**config.mk**
```make
export PLATFORM = sky130hd
export DESIGN_NAME = ars_top
export DESIGN_NICKNAME = d
export VERILOG_FILES = /design/src/ars_pkg.sv /design/src/ars_sampler.sv /design/src/ars_stat_cnt.sv /design/src/ars_top.sv
export SDC_FILE = /design/constraint.sdc
export NUM_CORES = 2
export LEC_CHECK = 0
export BUFFER_PORTS_ARGS = -buffer_cell sky130_fd_sc_hd__buf_2
export CAP_MARGIN = 20
export CORE_MARGIN = 10
export CORE_UTILIZATION = 28
export CTS_CLUSTER_SIZE = 10
export DETAILED_ROUTE_END_ITERATION = 12
export PLACE_DENSITY = 0.54
export SLEW_MARGIN = 10
export SYNTH_ARGS = -nofsm -noshare
export SYNTH_HDL_FRONTEND = slang
export SYNTH_HIERARCHICAL = 1
export SYNTH_SLANG_ARGS = --single-unit
```
**constraint.sdc**
```tcl
create_clock -name hclk -period 4.5 [get_ports hclk]
set_input_delay 0.9 -clock hclk [delete_from_list [all_inputs] [get_ports hclk]]
set_output_delay 0.9 -clock hclk [all_outputs]
set_load 0.01 [all_outputs]
```
**src/ars_pkg.sv**
```systemverilog
// Shared constants and types for the router-leg stats, sampler and mirror
`default_nettype none
package ars_pkg;
   // ****************************************************************
   // Sizes
   // ****************************************************************
   localparam int NPORT  = 4;
   localparam int NCPU   = 8;
   localparam int NPROBE = 3;
   localparam int NTYPE  = 8;
   localparam int IEV_W  = 7;
   localparam int EEV_W  = 5;
   localparam int CNT_W  = 40;
   localparam int HI_W   = 8;
   localparam int LEN_W  = 14;
   localparam int RATE_W = 15;
   localparam int SCNT_W = 16;
   localparam logic [1:0] VMODE_VID  = 2'h2;
   localparam logic [1:0] VMODE_FLAG = 2'h1;
   localparam logic [RATE_W-1:0] LFSR_SEED = 15'h0001;

   // ****************************************************************
   // Register pages (haddr[11:8]) and offsets (haddr[7:0])
   // ****************************************************************
   localparam logic [3:0] PG_GLB  = 4'h0;
   localparam logic [3:0] PG_CNT  = 4'h1;
   localparam logic [3:0] PG_SMP  = 4'h2;
   localparam logic [3:0] PG_PRB  = 4'h3;
   localparam logic [7:0] OFS_CTRL = 8'h00;
   localparam logic [7:0] OFS_BYTE = 8'h04;
   localparam logic [7:0] OFS_STKY = 8'h08;
   localparam logic [7:0] OFS_SMSK = 8'h0C;
   localparam logic [2:0] BLK_IMSK = 3'h2;
   localparam logic [2:0] BLK_EMSK = 3'h3;
   localparam int CTRL_QU  = 4;
   localparam int CTRL_FLD = 8;
   localparam int SMP_DIR  = 16;
   localparam int PRB_VMD  = 2;
   localparam int PRB_MMD  = 4;
   localparam int PRB_VID  = 12;
   localparam int PRB_PHY  = 24;

   // ****************************************************************
   // Carriers
   // ****************************************************************
   typedef struct packed {
      logic              valid;
      logic [1:0]        rx_port;
      logic [1:0]        phys_port;
      logic              src_cpu;
      logic [2:0]        src_cpu_id;
      logic [NPORT-1:0]  tx_mask;
      logic [NCPU-1:0]   dst_cpu;
      logic [LEN_W-1:0]  len;
      logic [11:0]       vid;
      logic              vlan_mirror;
      logic              smac_mirror;
      logic              dmac_mirror;
      logic              flooded;
      logic [1:0]        acl_probe;
      logic [IEV_W-1:0]  ing_ev;
      logic [EEV_W-1:0]  egr_ev;
   } ars_frame_s;

   typedef struct packed {
      logic       sample;
      logic [2:0] cpu_queue;
      logic [2:0] sample_id;
      logic       mirror;
      logic [1:0] mirror_probe;
      logic       mirror_tx_edit;
      logic [2:0] stat_ev;
   } ars_out_s;

   typedef struct packed {
      logic [CNT_W-1:0] cnt;
      logic [HI_W-1:0]  shadow;
   } ars_cnt_st_s;

   typedef struct packed {
      logic [SCNT_W-1:0] taken;
      logic [SCNT_W-1:0] seen;
   } ars_smp_st_s;
endpackage
`default_nettype wire

```
**src/ars_sampler.sv**
```systemverilog
// One per-port statistical sampler with its running counts
`default_nettype none
module ars_sampler (
   input  wire logic                        hclk,
   input  wire logic                        hresetn,
   input  wire logic                        cand,
   input  wire logic                        grant,
   input  wire logic [ars_pkg::RATE_W-1:0]  rnd,
   input  wire logic [ars_pkg::RATE_W-1:0]  rate,
   output var  logic                        hit,
   output var  logic [ars_pkg::SCNT_W-1:0]  taken,
   output var  logic [ars_pkg::SCNT_W-1:0]  seen
);
   import ars_pkg::*;
   ars_smp_st_s q, d;

   // Random value runs 1..32767, so rate/32767 is the hit chance
   assign hit = cand && (rnd <= rate);

   always_comb begin
      d = q;
      if (cand) d.seen = q.seen + SCNT_W'(1);
      if (grant) d.taken = q.taken + SCNT_W'(1);
   end

   always_ff @(posedge hclk or negedge hresetn) begin
      if (!hresetn) q <= '0;
      else q <= d;
   end

   assign taken = q.taken;
   assign seen  = q.seen;
endmodule // ars_sampler
`default_nettype wire

```
**src/ars_stat_cnt.sv**
```systemverilog
// One 40-bit statistics counter with upper-word shadow
`default_nettype none
module ars_stat_cnt (
   input  wire logic                       hclk,
   input  wire logic                       hresetn,
   input  wire logic                       inc,
   input  wire logic [ars_pkg::LEN_W-1:0]  inc_val,
   input  wire logic                       wr_lo,
   input  wire logic                       wr_hi,
   input  wire logic                       rd_lo,
   input  wire logic [31:0]                wdata,
   output var  logic [ars_pkg::CNT_W-1:0]  cnt,
   output var  logic [ars_pkg::HI_W-1:0]   shadow
);
   import ars_pkg::*;
   ars_cnt_st_s q, d;

   always_comb begin
      d = q;
      if (inc) d.cnt = q.cnt + CNT_W'(inc_val);
      if (wr_hi) d.cnt[CNT_W-1:32] = wdata[HI_W-1:0];
      if (wr_lo) d.cnt[31:0] = wdata;
      if (rd_lo) d.shadow = q.cnt[CNT_W-1:32];
   end

   always_ff @(posedge hclk or negedge hresetn) begin
      if (!hresetn) q <= '0;
      else q <= d;
   end

   assign cnt    = q.cnt;
   assign shadow = q.shadow;
endmodule // ars_stat_cnt
`default_nettype wire

```
**src/ars_top.sv**
```systemverilog
// Router-leg statistics, frame samplers and mirror probes, AHB-Lite slave
//
// Chosen here: the address map and register access over AHB-Lite.
`default_nettype none
module ars_top (
   input  wire logic                hclk,
   input  wire logic                hresetn,
   input  wire logic                hsel,
   input  wire logic [31:0]         haddr,
   input  wire logic [1:0]          htrans,
   input  wire logic                hwrite,
   input  wire logic [2:0]          hsize,
   input  wire logic [31:0]         hwdata,
   input  wire logic                hready,
   output var  logic                hreadyout,
   output var  logic [31:0]         hrdata,
   output var  logic                hresp,
   input  wire ars_pkg::ars_frame_s frame,
   output var  ars_pkg::ars_out_s   result
);
   import ars_pkg::*;

   // ****************************************************************
   // State
   // ****************************************************************
   typedef struct packed {
      logic                          samp_en;
      logic [2:0]                    cpu_queue;
      logic                          flood_en;
      logic [NTYPE-1:0]              ibyte;
      logic [NTYPE-1:0]              ebyte;
      logic [NTYPE-1:0][IEV_W-1:0]   imask;
      logic [NTYPE-1:0][EEV_W-1:0]   emask;
      logic [2:0]                    sticky;
      logic [2:0]                    smask;
      logic [NPORT-1:0][RATE_W-1:0]  srate;
      logic [NPORT-1:0][1:0]         sdir;
      logic [NPROBE-1:0][1:0]        pdir;
      logic [NPROBE-1:0][1:0]        pvmode;
      logic [NPROBE-1:0][1:0]        pmmode;
      logic [NPROBE-1:0][11:0]       pvid;
      logic [NPROBE-1:0]             pphys;
      logic [NPROBE-1:0][NPORT-1:0]  pport;
      logic [NPROBE-1:0][NCPU-1:0]   prxcpu;
      logic [NPROBE-1:0][NCPU-1:0]   pcpuset;
      logic [RATE_W-1:0]             lfsr;
      logic                          pend;
      logic                          wr;
      logic [11:0]                   addr;
      logic [31:0]                   hrdata;
      logic                          hready;
      ars_out_s                      out;
   } ars_st_s;

   ars_st_s st_q, st_d;

   logic [2*NTYPE-1:0]              inc, cwr_lo, cwr_hi, crd_lo;
   logic [2*NTYPE-1:0][CNT_W-1:0]   cnt;
   logic [2*NTYPE-1:0][HI_W-1:0]    shadow;
   logic [NPORT-1:0]                cand_rx, cand_tx, hit, grant;
   logic [NPORT-1:0][SCNT_W-1:0]    taken, seen;
   logic [NPROBE-1:0]               pm;
   logic                            take, gtx, rxh, txh, vok, mok;
   logic [2:0]                      sev, sclr;
   logic [1:0]                      gport, srcp;
   logic [31:0]                     rdata;

   assign take = hsel && htrans[1] && hready;

   // ****************************************************************
   // Router-leg counters: 0..7 ingress types, 8..15 egress types
   // ****************************************************************
   for (genvar k = 0; k < 2*NTYPE; k++) begin : g_cnt
      if (k < NTYPE) begin : g_i
         assign inc[k] = frame.valid && |(frame.ing_ev & st_q.imask[k]);
      end else begin : g_e
         assign inc[k] = frame.valid &&
                         |(frame.egr_ev & st_q.emask[k-NTYPE]);
      end
      ars_stat_cnt u_cnt (
         .hclk    (hclk),
         .hresetn (hresetn),
         .inc     (inc[k]),
         .inc_val (((k < NTYPE) ? st_q.ibyte[k % NTYPE]
                                : st_q.ebyte[k % NTYPE])
                   ? frame.len : LEN_W'(1)),
         .wr_lo   (cwr_lo[k]),
         .wr_hi   (cwr_hi[k]),
         .rd_lo   (crd_lo[k]),
         .wdata   (hwdata),
         .cnt     (cnt[k]),
         .shadow  (shadow[k])
      );
   end

   // ****************************************************************
   // Samplers, one per port
   // ****************************************************************
   for (genvar p = 0; p < NPORT; p++) begin : g_smp
      assign cand_rx[p] = st_q.samp_en && frame.valid && st_q.sdir[p][0]
                          && !frame.src_cpu && frame.rx_port == 2'(p);
      assign cand_tx[p] = st_q.samp_en && frame.valid && st_q.sdir[p][1]
                          && frame.tx_mask[p];
      ars_sampler u_smp (
         .hclk    (hclk),
         .hresetn (hresetn),
         .cand    (cand_rx[p] || cand_tx[p]),
         .grant   (grant[p]),
         .rnd     (st_q.lfsr),
         .rate    (st_q.srate[p]),
         .hit     (hit[p]),
         .taken   (taken[p]),
         .seen    (seen[p])
      );
   end

   // ****************************************************************
   // Next state
   // ****************************************************************
   always_comb begin
      st_d   = st_q;
      rdata  = '0;
      cwr_lo = '0;
      cwr_hi = '0;
      crd_lo = '0;
      sclr   = '0;
      grant  = '0;
      gtx    = 1'b0;
      gport  = '0;
      pm     = '0;
      rxh    = 1'b0;
      txh    = 1'b0;
      vok    = 1'b0;
      mok    = 1'b0;
      srcp   = '0;
      st_d.lfsr = {st_q.lfsr[13:0], st_q.lfsr[14] ^ st_q.lfsr[13]};

      // Bus: one wait state so read data leaves a flop
      if (st_q.pend) begin
         st_d.pend   = 1'b0;
         st_d.hready = 1'b1;
         unique case (st_q.addr[11:8])
            PG_GLB: begin
               if (st_q.addr[7:5] == BLK_IMSK) begin
                  rdata = 32'(st_q.imask[st_q.addr[4:2]]);
                  if (st_q.wr)
                     st_d.imask[st_q.addr[4:2]] = hwdata[IEV_W-1:0];
               end else if (st_q.addr[7:5] == BLK_EMSK) begin
                  rdata = 32'(st_q.emask[st_q.addr[4:2]]);
                  if (st_q.wr)
                     st_d.emask[st_q.addr[4:2]] = hwdata[EEV_W-1:0];
               end else if (st_q.addr[7:0] == OFS_CTRL) begin
                  rdata[0] = st_q.samp_en;
                  rdata[CTRL_QU+:3] = st_q.cpu_queue;
                  rdata[CTRL_FLD] = st_q.flood_en;
                  if (st_q.wr) begin
                     st_d.samp_en   = hwdata[0];
                     st_d.cpu_queue = hwdata[CTRL_QU+:3];
                     st_d.flood_en  = hwdata[CTRL_FLD];
                  end
               end else if (st_q.addr[7:0] == OFS_BYTE) begin
                  rdata = {16'h0000, st_q.ebyte, st_q.ibyte};
                  if (st_q.wr) {st_d.ebyte, st_d.ibyte} = hwdata[15:0];
               end else if (st_q.addr[7:0] == OFS_STKY) begin
                  rdata = 32'(st_q.sticky);
                  if (st_q.wr) sclr = hwdata[2:0];
               end else if (st_q.addr[7:0] == OFS_SMSK) begin
                  rdata = 32'(st_q.smask);
                  if (st_q.wr) st_d.smask = hwdata[2:0];
               end
            end
            PG_CNT: begin
               if (!st_q.addr[7]) begin
                  if (st_q.addr[2])
                     rdata = 32'(shadow[st_q.addr[6:3]]);
                  else
                     rdata = cnt[st_q.addr[6:3]][31:0];
                  cwr_lo[st_q.addr[6:3]] = st_q.wr && !st_q.addr[2];
                  cwr_hi[st_q.addr[6:3]] = st_q.wr && st_q.addr[2];
                  crd_lo[st_q.addr[6:3]] = !st_q.wr && !st_q.addr[2];
               end
            end
            PG_SMP: begin
               if (st_q.addr[7:5] == 3'h0) begin
                  if (st_q.addr[2]) begin
                     rdata = {taken[st_q.addr[4:3]], seen[st_q.addr[4:3]]};
                  end else begin
                     rdata = {14'h0000, st_q.sdir[st_q.addr[4:3]],
                              1'b0, st_q.srate[st_q.addr[4:3]]};
                     if (st_q.wr) begin
                        st_d.srate[st_q.addr[4:3]] = hwdata[RATE_W-1:0];
                        st_d.sdir[st_q.addr[4:3]]  = hwdata[SMP_DIR+:2];
                     end
                  end
               end
            end
            PG_PRB: begin
               if (st_q.addr[7:6] == 2'h0 && st_q.addr[5:4] != 2'h3) begin
                  unique case (st_q.addr[3:2])
                     2'h0: begin
                        rdata[1:0] = st_q.pdir[st_q.addr[5:4]];
                        rdata[PRB_VMD+:2] = st_q.pvmode[st_q.addr[5:4]];
                        rdata[PRB_MMD+:2] = st_q.pmmode[st_q.addr[5:4]];
                        rdata[PRB_VID+:12] = st_q.pvid[st_q.addr[5:4]];
                        rdata[PRB_PHY] = st_q.pphys[st_q.addr[5:4]];
                        if (st_q.wr) begin
                           st_d.pdir[st_q.addr[5:4]]   = hwdata[1:0];
                           st_d.pvmode[st_q.addr[5:4]] = hwdata[PRB_VMD+:2];
                           st_d.pmmode[st_q.addr[5:4]] = hwdata[PRB_MMD+:2];
                           st_d.pvid[st_q.addr[5:4]]   = hwdata[PRB_VID+:12];
                           st_d.pphys[st_q.addr[5:4]]  = hwdata[PRB_PHY];
                        end
                     end
                     2'h1: begin
                        rdata = 32'(st_q.pport[st_q.addr[5:4]]);
                        if (st_q.wr)
                           st_d.pport[st_q.addr[5:4]] = hwdata[NPORT-1:0];
                     end
                     2'h2: begin
                        rdata = {16'h0000, st_q.pcpuset[st_q.addr[5:4]],
                                 st_q.prxcpu[st_q.addr[5:4]]};
                        if (st_q.wr) begin
                           st_d.prxcpu[st_q.addr[5:4]]  = hwdata[7:0];
                           st_d.pcpuset[st_q.addr[5:4]] = hwdata[15:8];
                        end
                     end
                     2'h3: rdata = '0;
                  endcase
               end
            end
            default: rdata = '0;
         endcase
         if (!st_q.wr) st_d.hrdata = rdata;
      end else if (take) begin
         st_d.pend   = 1'b1;
         st_d.wr     = hwrite;
         st_d.addr   = haddr[11:0];
         st_d.hready = 1'b0;
      end

      // Sampling: the rx port's sampler first, then lowest tx port
      if (hit[frame.rx_port] && cand_rx[frame.rx_port]) begin
         grant[frame.rx_port] = 1'b1;
         gport = frame.rx_port;
      end else begin
         for (int p = NPORT - 1; p >= 0; p--) begin
            if (hit[p] && cand_tx[p]) begin
               gport = 2'(p);
               gtx   = 1'b1;
            end
         end
         if (gtx) grant[gport] = 1'b1;
      end
      sev = {|grant && gtx, |grant && !gtx, |(cand_rx | cand_tx)};
      st_d.sticky = (st_q.sticky & ~sclr) | sev;
      st_d.out.stat_ev   = sev & st_q.smask;
      st_d.out.sample    = |grant;
      st_d.out.cpu_queue = st_q.cpu_queue;
      st_d.out.sample_id = {gtx, gport};

      // Mirror probes; later (higher) probes overwrite earlier ones
      st_d.out.mirror         = 1'b0;
      st_d.out.mirror_probe   = '0;
      st_d.out.mirror_tx_edit = 1'b0;
      for (int i = 0; i < NPROBE; i++) begin
         srcp = st_q.pphys[i] ? frame.phys_port : frame.rx_port;
         rxh  = st_q.pdir[i][1] && (frame.src_cpu
                ? st_q.prxcpu[i][frame.src_cpu_id]
                : st_q.pport[i][srcp]);
         txh  = st_q.pdir[i][0] && (|(frame.tx_mask & st_q.pport[i])
                || |(frame.dst_cpu & st_q.pcpuset[i]));
         unique case (st_q.pvmode[i])
            VMODE_VID:  vok = frame.vid == st_q.pvid[i];
            VMODE_FLAG: vok = frame.vlan_mirror;
            default:    vok = 1'b1;
         endcase
         mok = (!st_q.pmmode[i][1] || frame.smac_mirror) &&
               (!st_q.pmmode[i][0] || frame.dmac_mirror ||
                (st_q.flood_en && frame.flooded));
         if (frame.acl_probe == 2'(i + 1)) begin
            rxh = st_q.pdir[i][1];
            txh = st_q.pdir[i][0] && (|frame.tx_mask || |frame.dst_cpu);
            vok = 1'b1;
            mok = 1'b1;
         end
         pm[i] = frame.valid && (rxh || txh) && vok && mok;
         if (pm[i]) begin
            st_d.out.mirror         = 1'b1;
            st_d.out.mirror_probe   = 2'(i + 1);
            st_d.out.mirror_tx_edit = !rxh;
         end
      end
   end

   always_ff @(posedge hclk or negedge hresetn) begin
      if (!hresetn) begin
         st_q        <= '0;
         st_q.lfsr   <= LFSR_SEED;
         st_q.hready <= 1'b1;
      end else begin
         st_q <= st_d;
      end
   end

   assign hreadyout = st_q.hready;
   assign hrdata    = st_q.hrdata;
   assign hresp     = 1'b0;
   assign result    = st_q.out;
endmodule // ars_top
`default_nettype wire
```
Word-level counts from Yosys, hierarchy flattened

Index checks and enable logic that the tools add are counted.

Register bits after elaboration: 1280
Output and inout port bits: 48

Eq/ne operators: 27
Reduce and logical (&&, ||, !) cells: 192
Bitwise logic cells: 39
Magnitude comparators: 20
Multiplexer cells: 227
Add/sub/neg operators: 24

Operator list:

| cell                    | number |
|---|---|
| $mux W32                | 23 |
| $add A40 B14 Y40        | 16 |
| $mux W40                | 16 |
| $mux W14                | 17 |
| $mux W16                | 12 |
| $bmux W40 S4            | 1 |
| $mux W8                 | 20 |
| $add A16 B1 Y16 const B | 8 |
| $pmux W32 S4            | 1 |
| $logic_and A1 B1 Y1     | 82 |
| $reduce_bool A2 Y1      | 33 |
| $bmux W16 S2            | 2 |
| $bwmux W60              | 1 |
| $le A15 B15 Y1          | 4 |
| $and A7 B7 Y7           | 8 |
| $bwmux W56              | 1 |
| $reduce_or A7 Y1        | 8 |
| $and A16 B16 Y16        | 3 |
| $bwmux W24              | 2 |
| $and A5 B5 Y5           | 8 |
| $bwmux W40              | 1 |
| $mux W1                 | 40 |
| $reduce_or A5 Y1        | 8 |
| $pmux W13 S3            | 1 |
| 73 further kinds        | 213 |

Longest topological paths before layout

Depth after elaboration: 21
Gate-level depth with buffers: 17

Cells and area by module

The synthesis kept the hierarchy.

Modules (own cells, without submodules):

| module                             | sequential area each (um^2) | instances | cells each | area an instance (um^2) |
|---|---|---|---|---|
| ars_stat_cnt at g_cnt[0].u_cnt ... | 1201.2                      | 14        | 414        | 3498.4 |
| ars_top                            | 9611.7                      | 1         | 2221       | 26998.4 |
| ars_stat_cnt at g_cnt[3].u_cnt ... | 1201.2                      | 2         | 413        | 3469.6 |
| ars_sampler                        | 800.8                       | 4         | 165        | 1734.2 |

Worst setup path before layout

OpenSTA, ideal clock, no wires.

Kind: input to register
Start: in frame[63] (netlist name)
End: reg g_smp[2].u_smp.q, in the netlist g_smp[2].u_smp/taken[9]
Required time: 4.377 ns
Setup slack: 0.339 ns
Path buffers: 2
Cell stages on the path: 16
Arrival: 4.039 ns
Cell sequence: clkbuf_1 > nor2b_1 > a32oi_1 > nor2_1 > buf_2 > nand4_1 > nor2_1 > a22o_1 > mux4_2 > o211ai_1 > nor2b_1 > inv_1 > o22ai_1 > nand4_2 > or4_1 > xnor2_1

Elaborated cells on any way between the ends: 47
Classes of those cells: order compare (4); eq/ne (3); mux (20); reduce/logical (20)

RTL lines:

| item                                                               | line              | source |
|---|---|---|
| start: declaration                                                 | ars_top.sv:18     | `input wire ars_pkg::ars_frame_s frame,` |
| $eq A2 B1 Y1 (*)                                                   | ars_top.sv:101    | `&& !frame.src_cpu && frame.rx_port == 2'(p);` |
| $logic_and A1 B1 Y1 (*)                                            | ars_top.sv:101    |  |
| $logic_or A1 B1 Y1 (*)                                             | ars_top.sv:107    | `.cand (cand_rx[p] \|\| cand_tx[p]),` |
| $logic_and A1 B1 Y1 (*)                                            | ars_sampler.sv:18 | `assign hit = cand && (rnd <= rate);` |
| named net hit[1]                                                   | ars_top.sv:60     | `logic [NPORT-1:0] cand_rx, cand_tx, hit, grant;` |
| $logic_and A1 B1 Y1                                                | ars_top.sv:247    | `if (hit[p] && cand_tx[p]) begin` |
| $mux W2 (2 in a row)                                               | ars_top.sv:247    |  |
| $mux W2                                                            | ars_top.sv:242    | `if (hit[frame.rx_port] && cand_rx[frame.rx_port]) begin` |
| $lt A2 B3 Y1 (implied by the code) or $ge A2 B1 Y1 (tied branches) | ars_top.sv:252    | `if (gtx) grant[gport] = 1'b1;` |
| $logic_and A1 B1 Y1 (implied by the code)                          | ars_top.sv:252    |  |
| $mux W1 (implied by the code)                                      | ars_top.sv:252    |  |
| $demux W1 S2                                                       | ars_top.sv:252    |  |
| $mux W4                                                            | ars_top.sv:252    |  |
| $mux W4 (*)                                                        | ars_top.sv:242    |  |
| named net grant[2]                                                 | ars_top.sv:60     |  |
| end signal: assignment                                             | ars_sampler.sv:27 | `if (!hresetn) q <= '0;` |
| end signal: assignment                                             | ars_sampler.sv:28 | `else q <= d;` |
| end: declaration                                                   | ars_sampler.sv:15 | `ars_smp_st_s q, d;` |

The timed path passes the listed nets; every way through them passes the cells marked *. The select of a mux whose other input is x is not followed.
A chain may end at the register's enable or synchronous reset.

Worst setup path in the final report

Start: reg st_q, in the netlist st_d[75]
End: reg g_smp[2].u_smp.q, in the netlist g_smp[2].u_smp/taken[15]

Cells in the longest elaborated chain, start to end: 14
Elaborated cells on any way between the ends: 32
Classes of those cells: order compare (6); mux (16); reduce/logical (10)

RTL lines:

| item                                                               | line              | source |
|---|---|---|
| start: declaration                                                 | ars_top.sv:55     | `ars_st_s st_q, st_d;` |
| start signal: assignment                                           | ars_top.sv:301    | `st_q <= st_d;` |
| $le A15 B15 Y1 (*)                                                 | ars_sampler.sv:18 |  |
| $logic_and A1 B1 Y1 (*)                                            | ars_sampler.sv:18 |  |
| named net hit[3]                                                   | ars_top.sv:60     |  |
| $logic_and A1 B1 Y1                                                | ars_top.sv:247    |  |
| $mux W2 (4 in a row)                                               | ars_top.sv:247    |  |
| $mux W2                                                            | ars_top.sv:242    |  |
| $lt A2 B3 Y1 (implied by the code) or $ge A2 B1 Y1 (tied branches) | ars_top.sv:252    |  |
| $logic_and A1 B1 Y1 (implied by the code)                          | ars_top.sv:252    |  |
| $mux W1 (implied by the code)                                      | ars_top.sv:252    |  |
| $demux W1 S2                                                       | ars_top.sv:252    |  |
| $mux W4                                                            | ars_top.sv:252    |  |
| $mux W4 (*)                                                        | ars_top.sv:242    |  |
| named net grant[2]                                                 | ars_top.sv:60     |  |

Marked as above.

==> flow_summary.ini <==
[cts]
clk_pin_slew_worst_paths_ns = 0.06
cts_tree = built
cts_made_buffers = 168
cts_resized = 0
cts_setup_buffers = 0
cts-root-buf = clkbuf_16
cts_sinks = 1280
clk_path_buf_depth = 4
cts_hold_buf = 0
cts_max_level = 4
clock_latency_ns = 0.89

[sta]
worst_pin_slew_ns = 1.21
fin_skew_ns = 0.0708
period_share = 0.898
rsz0062_at_grt = no
timing.final.ws_setup_ns = 0.460
relSlewSlack = 0.197
fin_crit_ns = 4.04
max_freq_ghz = 0.248
final-setup-viol-count = 0
hold_viol_final = 0
finalMaxSlewViolations = 0
timing.setup.tns_ns = 0

[logic_synthesis]
netlist_area_um2 = 89900
syn_nets = 9956
synth_top_area_cell = dfrtp_1
synth_edf_count = 0
yosysUniqueCellTypes = 89
synth_async_sr_flop_share = 1.00
synth-seq-cells = 1280
synthTopCellsByArea = dfrtp_1, mux4_2, mux2_2
ys_seq_area_frac = 0.357
synth_most_common_cell = dfrtp_1
synthFlopType = dfrtp_1
synth_top_cells_by_count = dfrtp_1, nand2_1, nand3_1
syn_area_per_cell_um2 = 9.46
synth_warnings = 6
synth_top_area_frac = 0.356
synth_cells = 9503

[drt]
first_pass_iters = 8
vias_per_cell = 6.02
vias = 84400
drt_iter0_drc = 11000
postRouteAntennaNets = 0
wl_um = 410000
detail_route.drc_violations = 0
routedWlPerCell_um = 29.2

[finish]
num-fill-cells = 32800
num-nets-final = 10100
utilization = 0.320
drive_gt1_frac = 0.178
syn_to_final_growth_pct = 13.6

[status]
status = complete, no violations

[floorplan]
core_um2 = 319000
floorplan.initialDensity = 0.282
die_x_um = 586
pin_count = 187
core.rowCount = 207
dieHeight_um = 586
die_area_um2 = 344000

[grt]
grt_util_all_layers = 0.227
grt_max_degree = 111
grt_pass1_wl_um = 580000
grt_pass1_vias = 79500
antenna_found_initial = 80
overflow = 0

[worst_hold_path]
hp-class = in -> async

[placed_design]
dp_slack_ns = 0.162
port_buffers = 161
hpwlAfterDp_um = 305000
gp_congestion = 0.984

[worst_setup_path]
end_kind = flip-flop
cp_common_cell = buf_4
critPathMaxStageDelay_ns = 0.50
critPathArrivalTime_ns = 4.79
required_ns = 5.25
start_kind = flip-flop
crit_path_max_fanout = 6
cp_slowest_cell = mux4_2
reg2reg_slack_ns = 0.46
path_cells = ha_1 -> nand3_1 -> nor3_1 -> o31ai_1 -> a22o_1 -> mux4_2 -> o211ai_1 -> nor2b_1 -> inv_1 -> o22ai_1 -> buf_4 -> nand4_2 -> buf_4 -> nor2_1 -> buf_4 -> nand4_1 -> xnor2_1
path_class = reg -> reg

[flow_run]
maxCapViolations = 0

[pwr]
p_leak_nw = 41.9
p_per_area_nw_per_um2 = 318
peakVddDrop_uv = 286
cell families (layout without fill, tap and decap cells):
logic type / after synthesis / in the layout / synth area share
other: 1 / 36 / 0.0000417
buffers and inverters: 795 / 1003 / 0.0393
XOR/XNOR: 365 / 365 / 0.0356
adder cells (fa/ha/maj): 314 / 314 / 0.0451
multiplexers: 893 / 893 / 0.146
AO/OA/AOI/OAI: 2290 / 2290 / 0.169
flip-flops: 1280 / 1280 / 0.357
AND/OR/NAND/NOR: 3565 / 3565 / 0.209
stage by stage:
stage	std cells	power [mW]	hold slack [ns]	area [um^2]
2_1_floorplan	9503	16.5	0.370	89900
3_3_place_gp	13700	19.2	0.404	96900
3_5_place_dp	13700	19.3	0.409	96900
4_1_cts	14000	32.5	0.0756	102000
5_1_grt	14000	33.4	0.126	102000
6_report	14000	32.4	0.0971	102000
cell usage in the layout, fill, tap and decap left out, types with 64 or more instances in the layout:
cell,synthesis,layout
xnor2_1,323,323
nor3_1,241,239
nand4_1,219,219
mux4_2,284,284
a2111oi_0,64,64
a21oi_1,478,470
o21ai_1,135,135
nor2b_1,144,142
nand2_1,754,753
ha_1,298,298
or3_1,99,99
mux2i_1,139,139
and2_1,261,261
buf_4,60,328
mux2_2,470,470
a31oi_1,107,99
buf_2,149,149
o21ai_0,490,490
a211oi_1,130,130
inv_1,206,206
nor2_1,539,524
clkbuf_16,0,173
a21o_1,72,72
a22oi_1,220,220
o211ai_1,113,113
a211o_1,94,94
or4_1,85,85
and3_1,83,83
dfrtp_1,1278,1273
nand3_1,738,738
registers in the layout (all words and copies together) (netlist names):
signal,cells
st_q,320
st_d,17
g_smp.u_smp/taken,64
result,14
hrdata,32
g_smp.u_smp/seen,64
hreadyout,1
g_cnt.u_cnt/cnt,640
g_cnt.u_cnt/shadow,128
critical path, delay by kind of cell (launching register included):
| family | cells | cell delay [ns] |
|---|---|---|
| AOI/OAI and AO/OA | 4 | 0.78 |
| xor gates and xnor gates | 1 | 0.15 |
| adders and majority gates | 1 | 0.33 |
| buffers and inverters | 4 | 0.62 |
| DFF | 1 | 0.46 |
| muxes | 1 | 0.50 |
| and+or+nand+nor | 6 | 1.07 |
worst paths after layout:
check,startpoint,to,cells after the start
min in group hclk,haddr[3],st_q[50],3
max reg2reg,st_d[75],g_smp[2].u_smp/taken[15],17
max in group asynchronous,hresetn,g_cnt[14].u_cnt/cnt[33],3
min,hresetn,st_q[240],1
max,st_d[75],g_smp[2].u_smp/taken[15],17
min reg2reg,st_d[10],result[10],0
where the power goes:
group	internal (mW)	switching, mW
clock	7.62	5.50
sequential	12.1	0.967
combinational	2.35	3.88
area by class of cell:
| class | count | area [um^2] | area share |
|---|---|---|---|
| multi-input combinational | 7428 | 54500 | 0.534 |
| clock inverter | 12 | 125 | 0.00123 |
| tap | 4284 | 5360 | 0.0525 |
| timing repair buffer | 523 | 4130 | 0.0405 |
| clock buffer | 248 | 4950 | 0.0485 |
| antenna | 35 | 87.6 | 0.000858 |
| sequential | 1280 | 32100 | 0.314 |
| inverter | 220 | 826 | 0.00809 |
routing by layer:
layer	GRT usage	wire length, um
met1	0.304	165000
met2	0.333	173000
met3	0.0621	45800
met4	0.122	25600
met5	0	343
Power figures use the tool's default switching activity.
